<file path="src/core/light_adc_defines.svh">
// Constants for the light sensor integration and readout block.
// Assumes it is included by bare name from core/ sources only.
`ifndef LIGHT_ADC_DEFINES_SVH
`define LIGHT_ADC_DEFINES_SVH

`define SYS_CLK_HZ 50000000
`define OSC_NOM_HZ 300000
`define OSC_DIV (`SYS_CLK_HZ / `OSC_NOM_HZ)
`define INT_CYCLES 32768
`define MAX_EXT_CYCLES 65536

`define ADDR_UPPER 4'h8
`define REG_RESULT_LO 2'h0
`define REG_RESULT_HI 2'h1
`define REG_COUNT_LO 2'h2
`define REG_COUNT_HI 2'h3

`define CMD_RESET_VAL 8'h00
`define CMD_POWER_DOWN 8'h8C
`define CMD_ADC_CLEAR 8'h0C
`define CMD_TEST_BIT 7
`define CMD_SEL_LSB 2
`define CMD_EXT_FIELD 2'h3
`define SEL_DIODE1 2'h0
`define SEL_DIODE2 2'h1
`define SEL_DIFF 2'h2

`define BYTES_INTERNAL 3'h2
`define BYTES_EXTERNAL 3'h4

`endif

</file>
<file path="src/core/light_adc_pkg.sv">
// Types shared by the light sensor readout block.
// Assumes nothing beyond a SystemVerilog compiler.
package light_adc_pkg;

    typedef enum logic [6:0] {
        ST_IDLE = 7'h01,
        ST_ADDR = 7'h02,
        ST_ADDR_ACK = 7'h04,
        ST_WRITE = 7'h08,
        ST_WRITE_ACK = 7'h10,
        ST_READ = 7'h20,
        ST_READ_ACK = 7'h40
    } link_state_type;

    typedef enum logic [2:0] {
        KIND_NONE,
        KIND_INTERNAL,
        KIND_EXTERNAL,
        KIND_POWER_DOWN,
        KIND_CLEAR,
        KIND_TEST
    } cmd_kind_type;

    typedef struct packed {
        logic scl;
        logic sda;
    } link_pins_type;

    typedef struct packed {
        logic [15:0] count;
        logic [15:0] result;
    } readout_type;

endpackage

</file>
<file path="src/core/pin_sync.sv">
// Two-stage synchroniser for pins that come from outside sys_clk.
// Assumes the pin levels are stable for at least two clock periods.
`timescale 1ns/1ns
module pin_sync #(
    parameter int WIDTH = 1
) (
    input wire logic sys_clk_i,
    input wire logic rst_n_i,
    input wire logic [WIDTH-1:0] pin_i,
    output logic [WIDTH-1:0] sync_o
);
    logic [WIDTH-1:0] meta_q;
    logic [WIDTH-1:0] meta_d;
    logic [WIDTH-1:0] sync_q;
    logic [WIDTH-1:0] sync_d;

    generate
        if (WIDTH < 1) begin : g_bad_width
            $error("pin_sync needs WIDTH of at least one");
        end
    endgenerate

    // Only the second stage may read the first.
    always_comb begin
        meta_d = pin_i;
        sync_d = meta_q;
    end

    always_ff @(posedge sys_clk_i) begin
        if (!rst_n_i) begin
            meta_q <= '1;
            sync_q <= '1;
        end else begin
            meta_q <= meta_d;
            sync_q <= sync_d;
        end
    end

    assign sync_o = sync_q;
endmodule

</file>
<file path="src/core/osc_tick_gen.sv">
// Stand-in for the internal integration oscillator: a divider that
// gives one sys_clk pulse per oscillator cycle. Runs regardless of mode.
`timescale 1ns/1ns
module osc_tick_gen #(
    parameter int DIV = 166
) (
    input wire logic sys_clk_i,
    input wire logic rst_n_i,
    output logic tick_o
);
    localparam int CW = (DIV > 2) ? $clog2(DIV) : 1;

    logic [CW-1:0] div_q;
    logic [CW-1:0] div_d;
    logic tick_q;
    logic tick_d;

    generate
        if (DIV < 2) begin : g_bad_div
            $error("osc_tick_gen needs DIV of at least two");
        end
    endgenerate

    always_comb begin
        if (div_q == CW'(DIV - 1)) begin
            div_d = '0;
            tick_d = 1'b1;
        end else begin
            div_d = div_q + CW'(1);
            tick_d = 1'b0;
        end
    end

    always_ff @(posedge sys_clk_i) begin
        if (!rst_n_i) begin
            div_q <= '0;
            tick_q <= 1'b0;
        end else begin
            div_q <= div_d;
            tick_q <= tick_d;
        end
    end

    assign tick_o = tick_q;
endmodule

</file>
<file path="src/core/light_adc_readout.sv">
// Integration counter, result latches and two-wire readout of the light
// sensor. Assumes diode counts arrive on sys_clk from the converter and
// that SCL, SDA and the address straps are asynchronous pins.
`timescale 1ns/1ns
`include "light_adc_defines.svh"
module light_adc_readout
    import light_adc_pkg::*;
#(
    parameter int OSC_DIV = `OSC_DIV,
    parameter int INT_CYCLES = `INT_CYCLES
) (
    input wire logic sys_clk_i,
    input wire logic rst_n_i,
    input wire logic scl_i,
    input wire logic sda_i,
    output logic sda_o,
    output logic sda_oe_o,
    input wire logic [2:0] addr_pins_i,
    input wire logic [15:0] diode1_count_i,
    input wire logic [15:0] diode2_count_i,
    output logic period_end_o,
    output logic adc_on_o
);
    generate
        if (INT_CYCLES < 2 || INT_CYCLES >= `MAX_EXT_CYCLES) begin : g_bad
            $error("INT_CYCLES must fit the 16-bit integration counter");
        end
    endgenerate

    function automatic cmd_kind_type classify(input logic [7:0] cmd);
        logic [1:0] sel;
        sel = cmd[`CMD_SEL_LSB +: 2];
        if (cmd == `CMD_POWER_DOWN) begin
            classify = KIND_POWER_DOWN;
        end else if (cmd[`CMD_TEST_BIT]) begin
            classify = KIND_TEST;
        end else if (cmd == `CMD_ADC_CLEAR) begin
            classify = KIND_CLEAR;
        end else if (cmd[1:0] != 2'h0 || cmd[6] || sel == 2'h3) begin
            classify = KIND_NONE;
        end else if (cmd[5:4] == `CMD_EXT_FIELD) begin
            classify = KIND_EXTERNAL;
        end else if (cmd[5:4] == 2'h0) begin
            classify = KIND_INTERNAL;
        end else begin
            classify = KIND_NONE;
        end
    endfunction

    // The converter counts are unsigned; their difference is read as
    // two's complement, so the subtraction simply wraps at 16 bits.
    function automatic logic [15:0] pick_result(input logic [7:0] cmd,
            input logic [15:0] d1, input logic [15:0] d2);
        unique case (cmd[`CMD_SEL_LSB +: 2])
            `SEL_DIODE2: pick_result = d2;
            `SEL_DIFF: pick_result = d1 - d2;
            default: pick_result = d1;
        endcase
    endfunction

    function automatic logic [7:0] byte_of(input readout_type r,
            input logic [2:0] idx);
        unique case (idx[1:0])
            `REG_RESULT_LO: byte_of = r.result[7:0];
            `REG_RESULT_HI: byte_of = r.result[15:8];
            `REG_COUNT_LO: byte_of = r.count[7:0];
            default: byte_of = r.count[15:8];
        endcase
    endfunction

    link_pins_type pins_s;
    logic [2:0] addr_s;
    logic tick;

    pin_sync #(.WIDTH(2)) u_link_sync (
        .sys_clk_i(sys_clk_i),
        .rst_n_i(rst_n_i),
        .pin_i({scl_i, sda_i}),
        .sync_o(pins_s)
    );

    pin_sync #(.WIDTH(3)) u_addr_sync (
        .sys_clk_i(sys_clk_i),
        .rst_n_i(rst_n_i),
        .pin_i(addr_pins_i),
        .sync_o(addr_s)
    );

    osc_tick_gen #(.DIV(OSC_DIV)) u_osc (
        .sys_clk_i(sys_clk_i),
        .rst_n_i(rst_n_i),
        .tick_o(tick)
    );

    // Link engine state.
    link_state_type state_q, state_d;
    link_pins_type prev_q, prev_d;
    logic [2:0] bit_cnt_q, bit_cnt_d;
    logic [7:0] shift_q, shift_d;
    logic read_q, read_d;
    logic phase_q, phase_d;
    logic [2:0] byte_idx_q, byte_idx_d;
    logic [2:0] byte_lim_q, byte_lim_d;
    readout_type snap_q, snap_d;
    logic cmd_wr_q, cmd_wr_d;
    logic sda_oe_q, sda_oe_d;
    logic sda_q, sda_d;

    // Integration state.
    logic [7:0] cmd_q, cmd_d;
    logic [15:0] counter_q, counter_d;
    readout_type latched_q, latched_d;
    logic period_end_q, period_end_d;
    logic adc_on_q, adc_on_d;

    logic scl_rise, scl_fall, start_cond, stop_cond;
    logic [7:0] shift_in;
    logic [7:0] first_byte;
    logic [7:0] next_byte;
    cmd_kind_type cur_kind, new_kind;

    assign scl_rise = pins_s.scl && !prev_q.scl;
    assign scl_fall = !pins_s.scl && prev_q.scl;
    assign start_cond = pins_s.scl && prev_q.scl && prev_q.sda && !pins_s.sda;
    assign stop_cond = pins_s.scl && prev_q.scl && !prev_q.sda && pins_s.sda;
    assign shift_in = {shift_q[6:0], pins_s.sda};
    assign first_byte = byte_of(snap_q, 3'h0);
    assign next_byte = byte_of(snap_q, byte_idx_q + 3'h1);
    assign cur_kind = classify(cmd_q);
    assign new_kind = classify(shift_q);

    always_comb begin
        state_d = state_q;
        prev_d = pins_s;
        bit_cnt_d = bit_cnt_q;
        shift_d = shift_q;
        read_d = read_q;
        phase_d = phase_q;
        byte_idx_d = byte_idx_q;
        byte_lim_d = byte_lim_q;
        snap_d = snap_q;
        cmd_wr_d = 1'b0;
        sda_oe_d = sda_oe_q;
        sda_d = 1'b0;
        if (start_cond) begin
            state_d = ST_ADDR;
            bit_cnt_d = 3'h0;
            sda_oe_d = 1'b0;
        end else if (stop_cond) begin
            state_d = ST_IDLE;
            sda_oe_d = 1'b0;
        end else begin
            unique case (state_q)
                ST_IDLE: begin
                    sda_oe_d = 1'b0;
                end
                ST_ADDR: if (scl_rise) begin
                    shift_d = shift_in;
                    bit_cnt_d = bit_cnt_q + 3'h1;
                    if (bit_cnt_q == 3'h7) begin
                        if (shift_in[7:1] == {`ADDR_UPPER, addr_s}) begin
                            state_d = ST_ADDR_ACK;
                            read_d = shift_in[0];
                            phase_d = 1'b0;
                            // Freezing a copy here keeps a read consistent
                            // even if a period ends in mid-transfer.
                            snap_d = latched_q;
                            byte_lim_d = `BYTES_INTERNAL;
                            if (cur_kind == KIND_EXTERNAL) begin
                                byte_lim_d = `BYTES_EXTERNAL;
                            end
                            if (cur_kind == KIND_TEST) begin
                                snap_d = {4{cmd_q}};
                            end
                        end else begin
                            state_d = ST_IDLE;
                        end
                    end
                end
                ST_ADDR_ACK: if (scl_fall) begin
                    if (!phase_q) begin
                        sda_oe_d = 1'b1;
                        phase_d = 1'b1;
                    end else begin
                        phase_d = 1'b0;
                        bit_cnt_d = 3'h0;
                        if (read_q) begin
                            state_d = ST_READ;
                            byte_idx_d = 3'h0;
                            shift_d = first_byte;
                            sda_oe_d = !first_byte[7];
                        end else begin
                            state_d = ST_WRITE;
                            sda_oe_d = 1'b0;
                        end
                    end
                end
                ST_WRITE: if (scl_rise) begin
                    shift_d = shift_in;
                    bit_cnt_d = bit_cnt_q + 3'h1;
                    if (bit_cnt_q == 3'h7) begin
                        cmd_wr_d = 1'b1;
                        state_d = ST_WRITE_ACK;
                        phase_d = 1'b0;
                    end
                end
                ST_WRITE_ACK: if (scl_fall) begin
                    sda_oe_d = !phase_q;
                    phase_d = !phase_q;
                    bit_cnt_d = 3'h0;
                    if (phase_q) begin
                        state_d = ST_WRITE;
                    end
                end
                ST_READ: if (scl_fall) begin
                    bit_cnt_d = bit_cnt_q + 3'h1;
                    shift_d = {shift_q[6:0], 1'b0};
                    sda_oe_d = !shift_q[6];
                    if (bit_cnt_q == 3'h7) begin
                        sda_oe_d = 1'b0;
                        state_d = ST_READ_ACK;
                        phase_d = 1'b0;
                    end
                end
                ST_READ_ACK: begin
                    if (scl_rise) begin
                        phase_d = !pins_s.sda;
                        if (pins_s.sda) begin
                            state_d = ST_IDLE;
                        end
                    end else if (scl_fall && phase_q) begin
                        // Past the limit the line is left released, so the
                        // master sees a not-acknowledge byte of all ones.
                        if (byte_idx_q + 3'h1 < byte_lim_q) begin
                            byte_idx_d = byte_idx_q + 3'h1;
                            shift_d = next_byte;
                            sda_oe_d = !next_byte[7];
                            bit_cnt_d = 3'h0;
                            state_d = ST_READ;
                        end else begin
                            state_d = ST_IDLE;
                        end
                    end
                end
                default: begin
                    state_d = ST_IDLE;
                    sda_oe_d = 1'b0;
                end
            endcase
        end
    end

    always_ff @(posedge sys_clk_i) begin
        if (!rst_n_i) begin
            state_q <= ST_IDLE;
            prev_q <= '1;
            bit_cnt_q <= 3'h0;
            shift_q <= 8'h00;
            read_q <= 1'b0;
            phase_q <= 1'b0;
            byte_idx_q <= 3'h0;
            byte_lim_q <= `BYTES_INTERNAL;
            snap_q <= '0;
            cmd_wr_q <= 1'b0;
            sda_oe_q <= 1'b0;
            sda_q <= 1'b0;
        end else begin
            state_q <= state_d;
            prev_q <= prev_d;
            bit_cnt_q <= bit_cnt_d;
            shift_q <= shift_d;
            read_q <= read_d;
            phase_q <= phase_d;
            byte_idx_q <= byte_idx_d;
            byte_lim_q <= byte_lim_d;
            snap_q <= snap_d;
            cmd_wr_q <= cmd_wr_d;
            sda_oe_q <= sda_oe_d;
            sda_q <= sda_d;
        end
    end

    // A new command is seen while shift_q still holds its byte.
    always_comb begin
        cmd_d = cmd_q;
        counter_d = counter_q;
        latched_d = latched_q;
        period_end_d = 1'b0;
        adc_on_d = adc_on_q;
        if (cmd_wr_q && new_kind != KIND_NONE) begin
            cmd_d = shift_q;
            adc_on_d = (new_kind != KIND_POWER_DOWN);
            counter_d = 16'h0000;
            if (new_kind == KIND_EXTERNAL && cur_kind == KIND_EXTERNAL) begin
                // The closing period used the old diode selection.
                latched_d.result = pick_result(cmd_q, diode1_count_i,
                    diode2_count_i);
                latched_d.count = counter_q;
                period_end_d = 1'b1;
            end
        end else if (tick && cur_kind == KIND_INTERNAL) begin
            if (counter_q == 16'(INT_CYCLES - 1)) begin
                latched_d.result = pick_result(cmd_q, diode1_count_i,
                    diode2_count_i);
                latched_d.count = 16'(INT_CYCLES);
                counter_d = 16'h0000;
                period_end_d = 1'b1;
            end else begin
                counter_d = counter_q + 16'h0001;
            end
        end else if (tick && cur_kind == KIND_EXTERNAL) begin
            // Wraps silently; the host must end the period in time.
            counter_d = counter_q + 16'h0001;
        end
    end

    always_ff @(posedge sys_clk_i) begin
        if (!rst_n_i) begin
            cmd_q <= `CMD_RESET_VAL;
            counter_q <= 16'h0000;
            latched_q <= '0;
            period_end_q <= 1'b0;
            adc_on_q <= 1'b1;
        end else begin
            cmd_q <= cmd_d;
            counter_q <= counter_d;
            latched_q <= latched_d;
            period_end_q <= period_end_d;
            adc_on_q <= adc_on_d;
        end
    end

    assign sda_o = sda_q;
    assign sda_oe_o = sda_oe_q;
    assign period_end_o = period_end_q;
    assign adc_on_o = adc_on_q;
endmodule

</file>
<file path="config.mk">
export PLATFORM = sky130hd
export DESIGN_NAME = light_adc_readout
export DESIGN_NICKNAME = d
export VERILOG_FILES = /design/src/core/light_adc_pkg.sv /design/src/core/pin_sync.sv /design/src/core/osc_tick_gen.sv /design/src/core/light_adc_readout.sv
export VERILOG_INCLUDE_DIRS = /design/src /design/src/core
export SDC_FILE = /design/constraint.sdc
export NUM_CORES = 1
export LEC_CHECK = 0
export BUFFER_PORTS_ARGS = -buffer_cell sky130_fd_sc_hd__buf_2
export CORE_MARGIN = 5
export CORE_UTILIZATION = 65
export CTS_BUF_LIST = sky130_fd_sc_hd__clkbuf_4 sky130_fd_sc_hd__clkbuf_8 sky130_fd_sc_hd__clkbuf_16
export CTS_CLUSTER_DIAMETER = 100
export CTS_CLUSTER_SIZE = 8
export DETAILED_ROUTE_END_ITERATION = 12
export MAX_ROUTING_LAYER = met4
export PLACE_DENSITY = 0.95
export SETUP_SLACK_MARGIN = 0.2
export SLEW_MARGIN = 20
export SYNTH_ARGS = -nofsm -noshare
export SYNTH_HDL_FRONTEND = slang
export SYNTH_HIERARCHICAL = 1
export SYNTH_SLANG_ARGS = --single-unit
</file>
<file path="constraint.sdc">
create_clock -name sys_clk_i -period 4.8 [get_ports sys_clk_i]
set_input_delay 0.96 -clock sys_clk_i [delete_from_list [all_inputs] [get_ports sys_clk_i]]
set_output_delay 0.96 -clock sys_clk_i [all_outputs]
set_load 0.01 [all_outputs]
</file>
**Word-level counts from Yosys, hierarchy flattened**

Index checks and enable logic that the tools add are counted.
W data, S select, Z words.

- Logic and storage cells: 245
- Register bits after elaboration: 139
- Bits of input ports: 39

- Reductions and logical operators: 52
- Bitwise gates (word level): 7
- Order comparisons: 1
- Equal/unequal tests: 61
- Add/subtract/negate cells: 5
- Multiplexer cells: 93

Operators by type and width:

| cell | count |
|---|---|
| $mux W32 | 5 |
| $mux W7 | 13 |
| $mux W3 | 22 |
| $mux W8 | 8 |
| $pmux W7 S7 | 1 |
| $mux W16 | 3 |
| $ne A4 B4 Y1 const B | 10 |
| $ne A2 B2 Y1 const B | 16 |
| $pmux W16 S2 | 1 |
| $pmux W8 S4 | 1 |
| $mux W1 | 26 |
| $reduce_and A13 Y1 | 2 |
| $eq A8 B8 Y1 const B | 3 |
| $pmux W8 S3 | 1 |
| $reduce_and A11 Y1 | 2 |
| $add A16 B1 Y16 const B | 1 |
| $eq A16 B15 Y1 const B | 1 |
| $eq A8 B4 Y1 const B | 2 |
| $sub A16 B16 Y16 | 1 |
| $pmux W3 S5 | 1 |
| $eq A2 B2 Y1 const B | 6 |
| $logic_and A1 B1 Y1 | 12 |
| $mux W2 | 6 |
| $mux W6 | 2 |
| 40 further kinds | 73 |

**Logic depth before layout (Yosys ltp)**

- Depth in word-level cells: 11
- Mapped depth: 12

**Hierarchy**

The synthesis kept the hierarchy.

By module, submodules not included:

| module | area an instance (sq um) | cells each | times used | seq. area each (sq um) |
|---|---|---|---|---|
| light_adc_readout | 6882.9 | 892 | 1 | 2382.3 |
| osc_tick_gen | 412.9 | 42 | 1 | 180.2 |
| pin_sync at u_addr_sync | 157.7 | 12 | 1 | 120.1 |
| pin_sync at u_link_sync | 105.1 | 8 | 1 | 80.1 |

**Least setup slack after synthesis**

No wires, ideal clock.

- Kind: input-to-reg
- From: in diode1_count_i[0]
- To: reg latched_q[12] (netlist name)
- Arrival time: 2650 ps
- Library setup time: 132 ps
- Path slack: 2018 ps
- Required time: 4668 ps
- Cell stages on the path: 9
- Cell sequence: inv_1 > ha_1 > fa_1 > nor2b_1 > o2111a_1 > o21ai_0 > nor4b_1 > o311ai_0 > a21oi_1

- Longest elaborated chain between the ends: 5
- Elaborated cells between the ends (all ways): 6
- Those cells by class: 1 x add/sub; 5 x mux

RTL lines:

| element | line | source |
|---|---|---|
| start, declared | light_adc_readout.sv:19 | `input wire logic [15:0] diode1_count_i,` |
| $sub A16 B16 Y16 (*) | light_adc_readout.sv:56 | `` `SEL_DIFF: pick_result = d1 - d2; `` |
| $pmux W16 S2 (*) | light_adc_readout.sv:54 | `` unique case (cmd[`CMD_SEL_LSB +: 2]) `` |
| $mux W32 | light_adc_readout.sv:302 | `if (counter_q == 16'(INT_CYCLES - 1)) begin` |
| $mux W32 | light_adc_readout.sv:301 | `end else if (tick && cur_kind == KIND_INTERNAL) begin` |
| $mux W32 (*) | light_adc_readout.sv:290 | `if (cmd_wr_q && new_kind != KIND_NONE) begin` |
| end signal, assigned | light_adc_readout.sv:327 | `latched_q <= latched_d;` |
| end, declared | light_adc_readout.sv:112 | `readout_type latched_q, latched_d;` |

Mark *: on every way between the ends. The rest lies on a longest branch, timed or not. The select of a mux whose other input is x is not followed.
A chain may end at the register's enable or synchronous reset.

**Worst setup path after layout**

- From: reg cmd_q[0]
- To: reg latched_q[13] (netlist name)

- Longest elaborated chain between the ends: 11
- Elaborated cells between the ends (all ways): 16
- Those cells by class: 5 x eq/ne; 4 x mux; 7 x reduce/logical

RTL lines:

| element | line | source |
|---|---|---|
| start, declared | light_adc_readout.sv:110 | `logic [7:0] cmd_q, cmd_d;` |
| start signal, assigned | light_adc_readout.sv:319 | `` cmd_q <= `CMD_RESET_VAL; `` |
| start signal, assigned | light_adc_readout.sv:325 | `cmd_q <= cmd_d;` |
| $reduce_bool A2 Y1 | light_adc_readout.sv:39 | `end else if (cmd[1:0] != 2'h0 \|\| cmd[6] \|\| sel == 2'h3) begin` |
| $logic_or A1 B1 Y1 (2 in a row) | light_adc_readout.sv:39 |  |
| $mux W2 | light_adc_readout.sv:39 |  |
| $mux W3 | light_adc_readout.sv:37 | `` end else if (cmd == `CMD_ADC_CLEAR) begin `` |
| $mux W3 | light_adc_readout.sv:35 | `` end else if (cmd[`CMD_TEST_BIT]) begin `` |
| $mux W3 (*) | light_adc_readout.sv:33 | `` if (cmd == `CMD_POWER_DOWN) begin `` |
| $eq A3 B2 Y1 or $eq A3 B1 Y1 (tied branches) | light_adc_readout.sv:294, light_adc_readout.sv:301 |  |
| $logic_and A1 B1 Y1 (on tied branches) | light_adc_readout.sv:294, light_adc_readout.sv:301 |  |
| $ne A2 B1 Y1 (no line) or $reduce_bool A2 Y1 (tied branches) | n/a |  |
| $reduce_and A3 Y1 (no line) (*) | n/a |  |

Mark *: on every way between the ends. The rest lies on a longest branch, timed or not.

==> impl_metrics.env <==
export IMPL_area_delta_synth_final_pct=10.6
export IMPL_synthTopCellsByArea="dfxtp_1 (37%), a21oi_1 (7.2%), nand2_1 (5.9%)"
export IMPL_r2r_cells=6
export IMPL_yosysSeqAreaShare_pct=36.6
export IMPL_die_h_um=118
export IMPL_rsz0062_at_grt="no"
export IMPL_leakage_uw=0.00292
export IMPL_antenna_found_initial=0
export IMPL_synth_top_area_share_pct=36.6
export IMPL_worstPathCellList="nor3_1, nor4b_1, and4_1, nor2_1, o311ai_0, a31oi_1"
export IMPL_final_hold_viol_count=0
export IMPL_die_width_um=118
export IMPL_cts_made_buffers=17
export IMPL_cts_max_level=4
export IMPL_core_um2=11400
export IMPL_drive_gt1_share_pct=9.43
export IMPL_clkSlewWorstSetupHoldPaths_ns=0.06
export IMPL_report_final_slew_viol_count=0
export IMPL_place_gp_congestion=0.969
export IMPL_ant_nets=0
export IMPL_grt_overflow=0
export IMPL_tns_ns=0
export IMPL_setup_worst_path_end_class="register"
export IMPL_whs_ns=0.407
export IMPL_syn_inst=954
export IMPL_fin_crit_sh_pct=69.0
export IMPL_fp_row_count=39
export IMPL_finalSetupViolations=0
export IMPL_io_buffers=41
export IMPL_cp_required_ns=5.09
export IMPL_grt_max_degree=67
export IMPL_hold_depth=1
export IMPL_clock_sinks=138
export IMPL_dp_hpwl_um=13800
export IMPL_crit_fanout=22
export IMPL_grt_pass1_wl_um=33600
export IMPL_max_stage_delay_ns=0.86
export IMPL_grt_usage_pct=29.9
export IMPL_cp_arrival_ns=3.60
export IMPL_crit_type="reg -> reg"
export IMPL_p_per_area_nw_per_um2=335
export IMPL_tightest_slew_ns=0.914
export IMPL_avgSynthCellArea_um2=7.92
export IMPL_cts_path_max_buffers=2
export IMPL_final_cell_mix="dfxtp_1 (138), nand2_1 (118), a21oi_1 (108), nor2_1 (78), o21ai_0 (42)"
export IMPL_ys_types=76
export IMPL_ir_drop_uv=302
export IMPL_worstHoldPathType="reg -> reg"
export IMPL_postCtsSetupRepairBufs=0
export IMPL_grt_pass1_vias=6811
export IMPL_ys_ff_latch=138
export IMPL_nets=1035
export IMPL_start_util_pct=66.2
export IMPL_async_reset_ff_share_pct=0
export IMPL_worstSkewPairLatency_ns=0.43
export IMPL_syn_nets=1023
export IMPL_layout_commonest_cell="dfxtp_1"
export IMPL_synth_edf_count=0
export IMPL_wire_per_inst_um=18.3
export IMPL_cts_resized_gates=0
export IMPL_max_clock_freq_ghz=0.302
export IMPL_drc=0
export IMPL_drt_iter0_markers=1015
export IMPL_via_per_inst=6.56
export IMPL_crit_slowest_cell="and4_1"
export IMPL_slew_limit_headroom_pct=38.7
export IMPL_dr_pass1_iters=6
export IMPL_routed_wl_um=20500
export IMPL_fin_crit_ns=3.31
export IMPL_postCtsHoldBufs=0
export IMPL_synth_area_um2=7560
export IMPL_vias=7343
export IMPL_diodes=0
export IMPL_ioPinCount=43
export IMPL_skew_ns=0.0134
export IMPL_yosys_warnings=6
export IMPL_cts_tree="yes"
export IMPL_cts_root_buffer_cell="clkbuf_16"
export IMPL_synth_largest_area_cell="dfxtp_1"
export IMPL_max_cap_viol_count=0
export IMPL_status="finished clean"
export IMPL_crit_path_start_kind="register"
export IMPL_synth_flop_cell="dfxtp_1"
export IMPL_dieArea_um2=13900
[state kept, by name, summed over array words and instances (netlist names), 3 cells and up]
register / count
latched_q: 32
snap_q: 24
counter_q: 16
cmd_q: 8
first_byte: 8
shift_q: 8
u_osc/div_q: 8
state_q: 7
bit_cnt_q: 3
byte_idx_q: 3
u_addr_sync/meta_q: 3
u_addr_sync/sync_o: 3
[critical path, delay by kind of cell (launching register included)]
family	cells	cell delay, ns
compound gates	2	0.46
simple gates	4	2.39
flops	1	0.32
[final cells by class]
cell class                 count  area [um2]
multi-input combinational    726        4440
fill                         844        3060
sequential                   138        2760
clock buffer                  19         453
timing repair buffer          46         243
tap                          143         179
clock inverter                10         144
inverter                      37         139
[cell usage after synthesis, types with 14 or more instances]
| cell | n |
|---|---|
| o21ai_0 | 42 |
| a211oi_1 | 34 |
| nor2_1 | 78 |
| nand3_1 | 26 |
| clkbuf_1 | 39 |
| ha_1 | 29 |
| xnor2_1 | 14 |
| dfxtp_1 | 138 |
| nor3_1 | 34 |
| or3_1 | 16 |
| a21oi_1 | 108 |
| nand2b_1 | 19 |
| nand2_1 | 118 |
| inv_1 | 36 |
[routing by layer]
| metal | part of all wire [%] | GRT usage, % | wire [um] |
|---|---|---|---|
| met5 | 0 | - | 0 |
| met4 | 3.4 | 10.9 | 695 |
| met3 | 8.3 | 7.40 | 1690 |
| met2 | 47 | 45.5 | 9570 |
| met1 | 42 | 38.7 | 8560 |
[worst paths after layout]
kind	startpoint	to	slack, ns
worst min register to register	u_addr_sync/meta_q[1]	u_addr_sync/sync_o[1]	0.41
worst max register to register	cmd_q[0]	latched_q[13]	1.49
worst min-delay path	u_addr_sync/meta_q[1]	u_addr_sync/sync_o[1]	0.41
worst max-delay path	cmd_q[0]	latched_q[13]	1.49
[power breakdown]
group | internal, uW | switching (uW)
Clock | 837 | 501
Sequential | 1160 | 24.4
Combinational | 109 | 173
[metrics by stage]
stage	power (uW)	utilization, %	worst slack, ns	cells	area, um2
finish	2810	73.2	1.49	1119	8360
global route	2890	73.2	1.27	1119	8360
detailed placement	1480	68.0	1.61	1090	7770
CTS	2800	73.2	1.61	1119	8360
global placement	1480	68.0	1.70	1090	7770
floorplan	1410	-	2.02	954	7560
[logic make-up after synthesis]
logic type | after synthesis | synth area share [%]
mux | 11 | 1.46
simple gates | 378 | 25.1
compound gates | 282 | 24.3
fa+ha+maj | 30 | 5.07
xor+xnor | 24 | 2.78
other cells | 1 | 0.0496
buf+inv | 90 | 4.73
flops | 138 | 36.6
(Power assumes the default switching activity.)
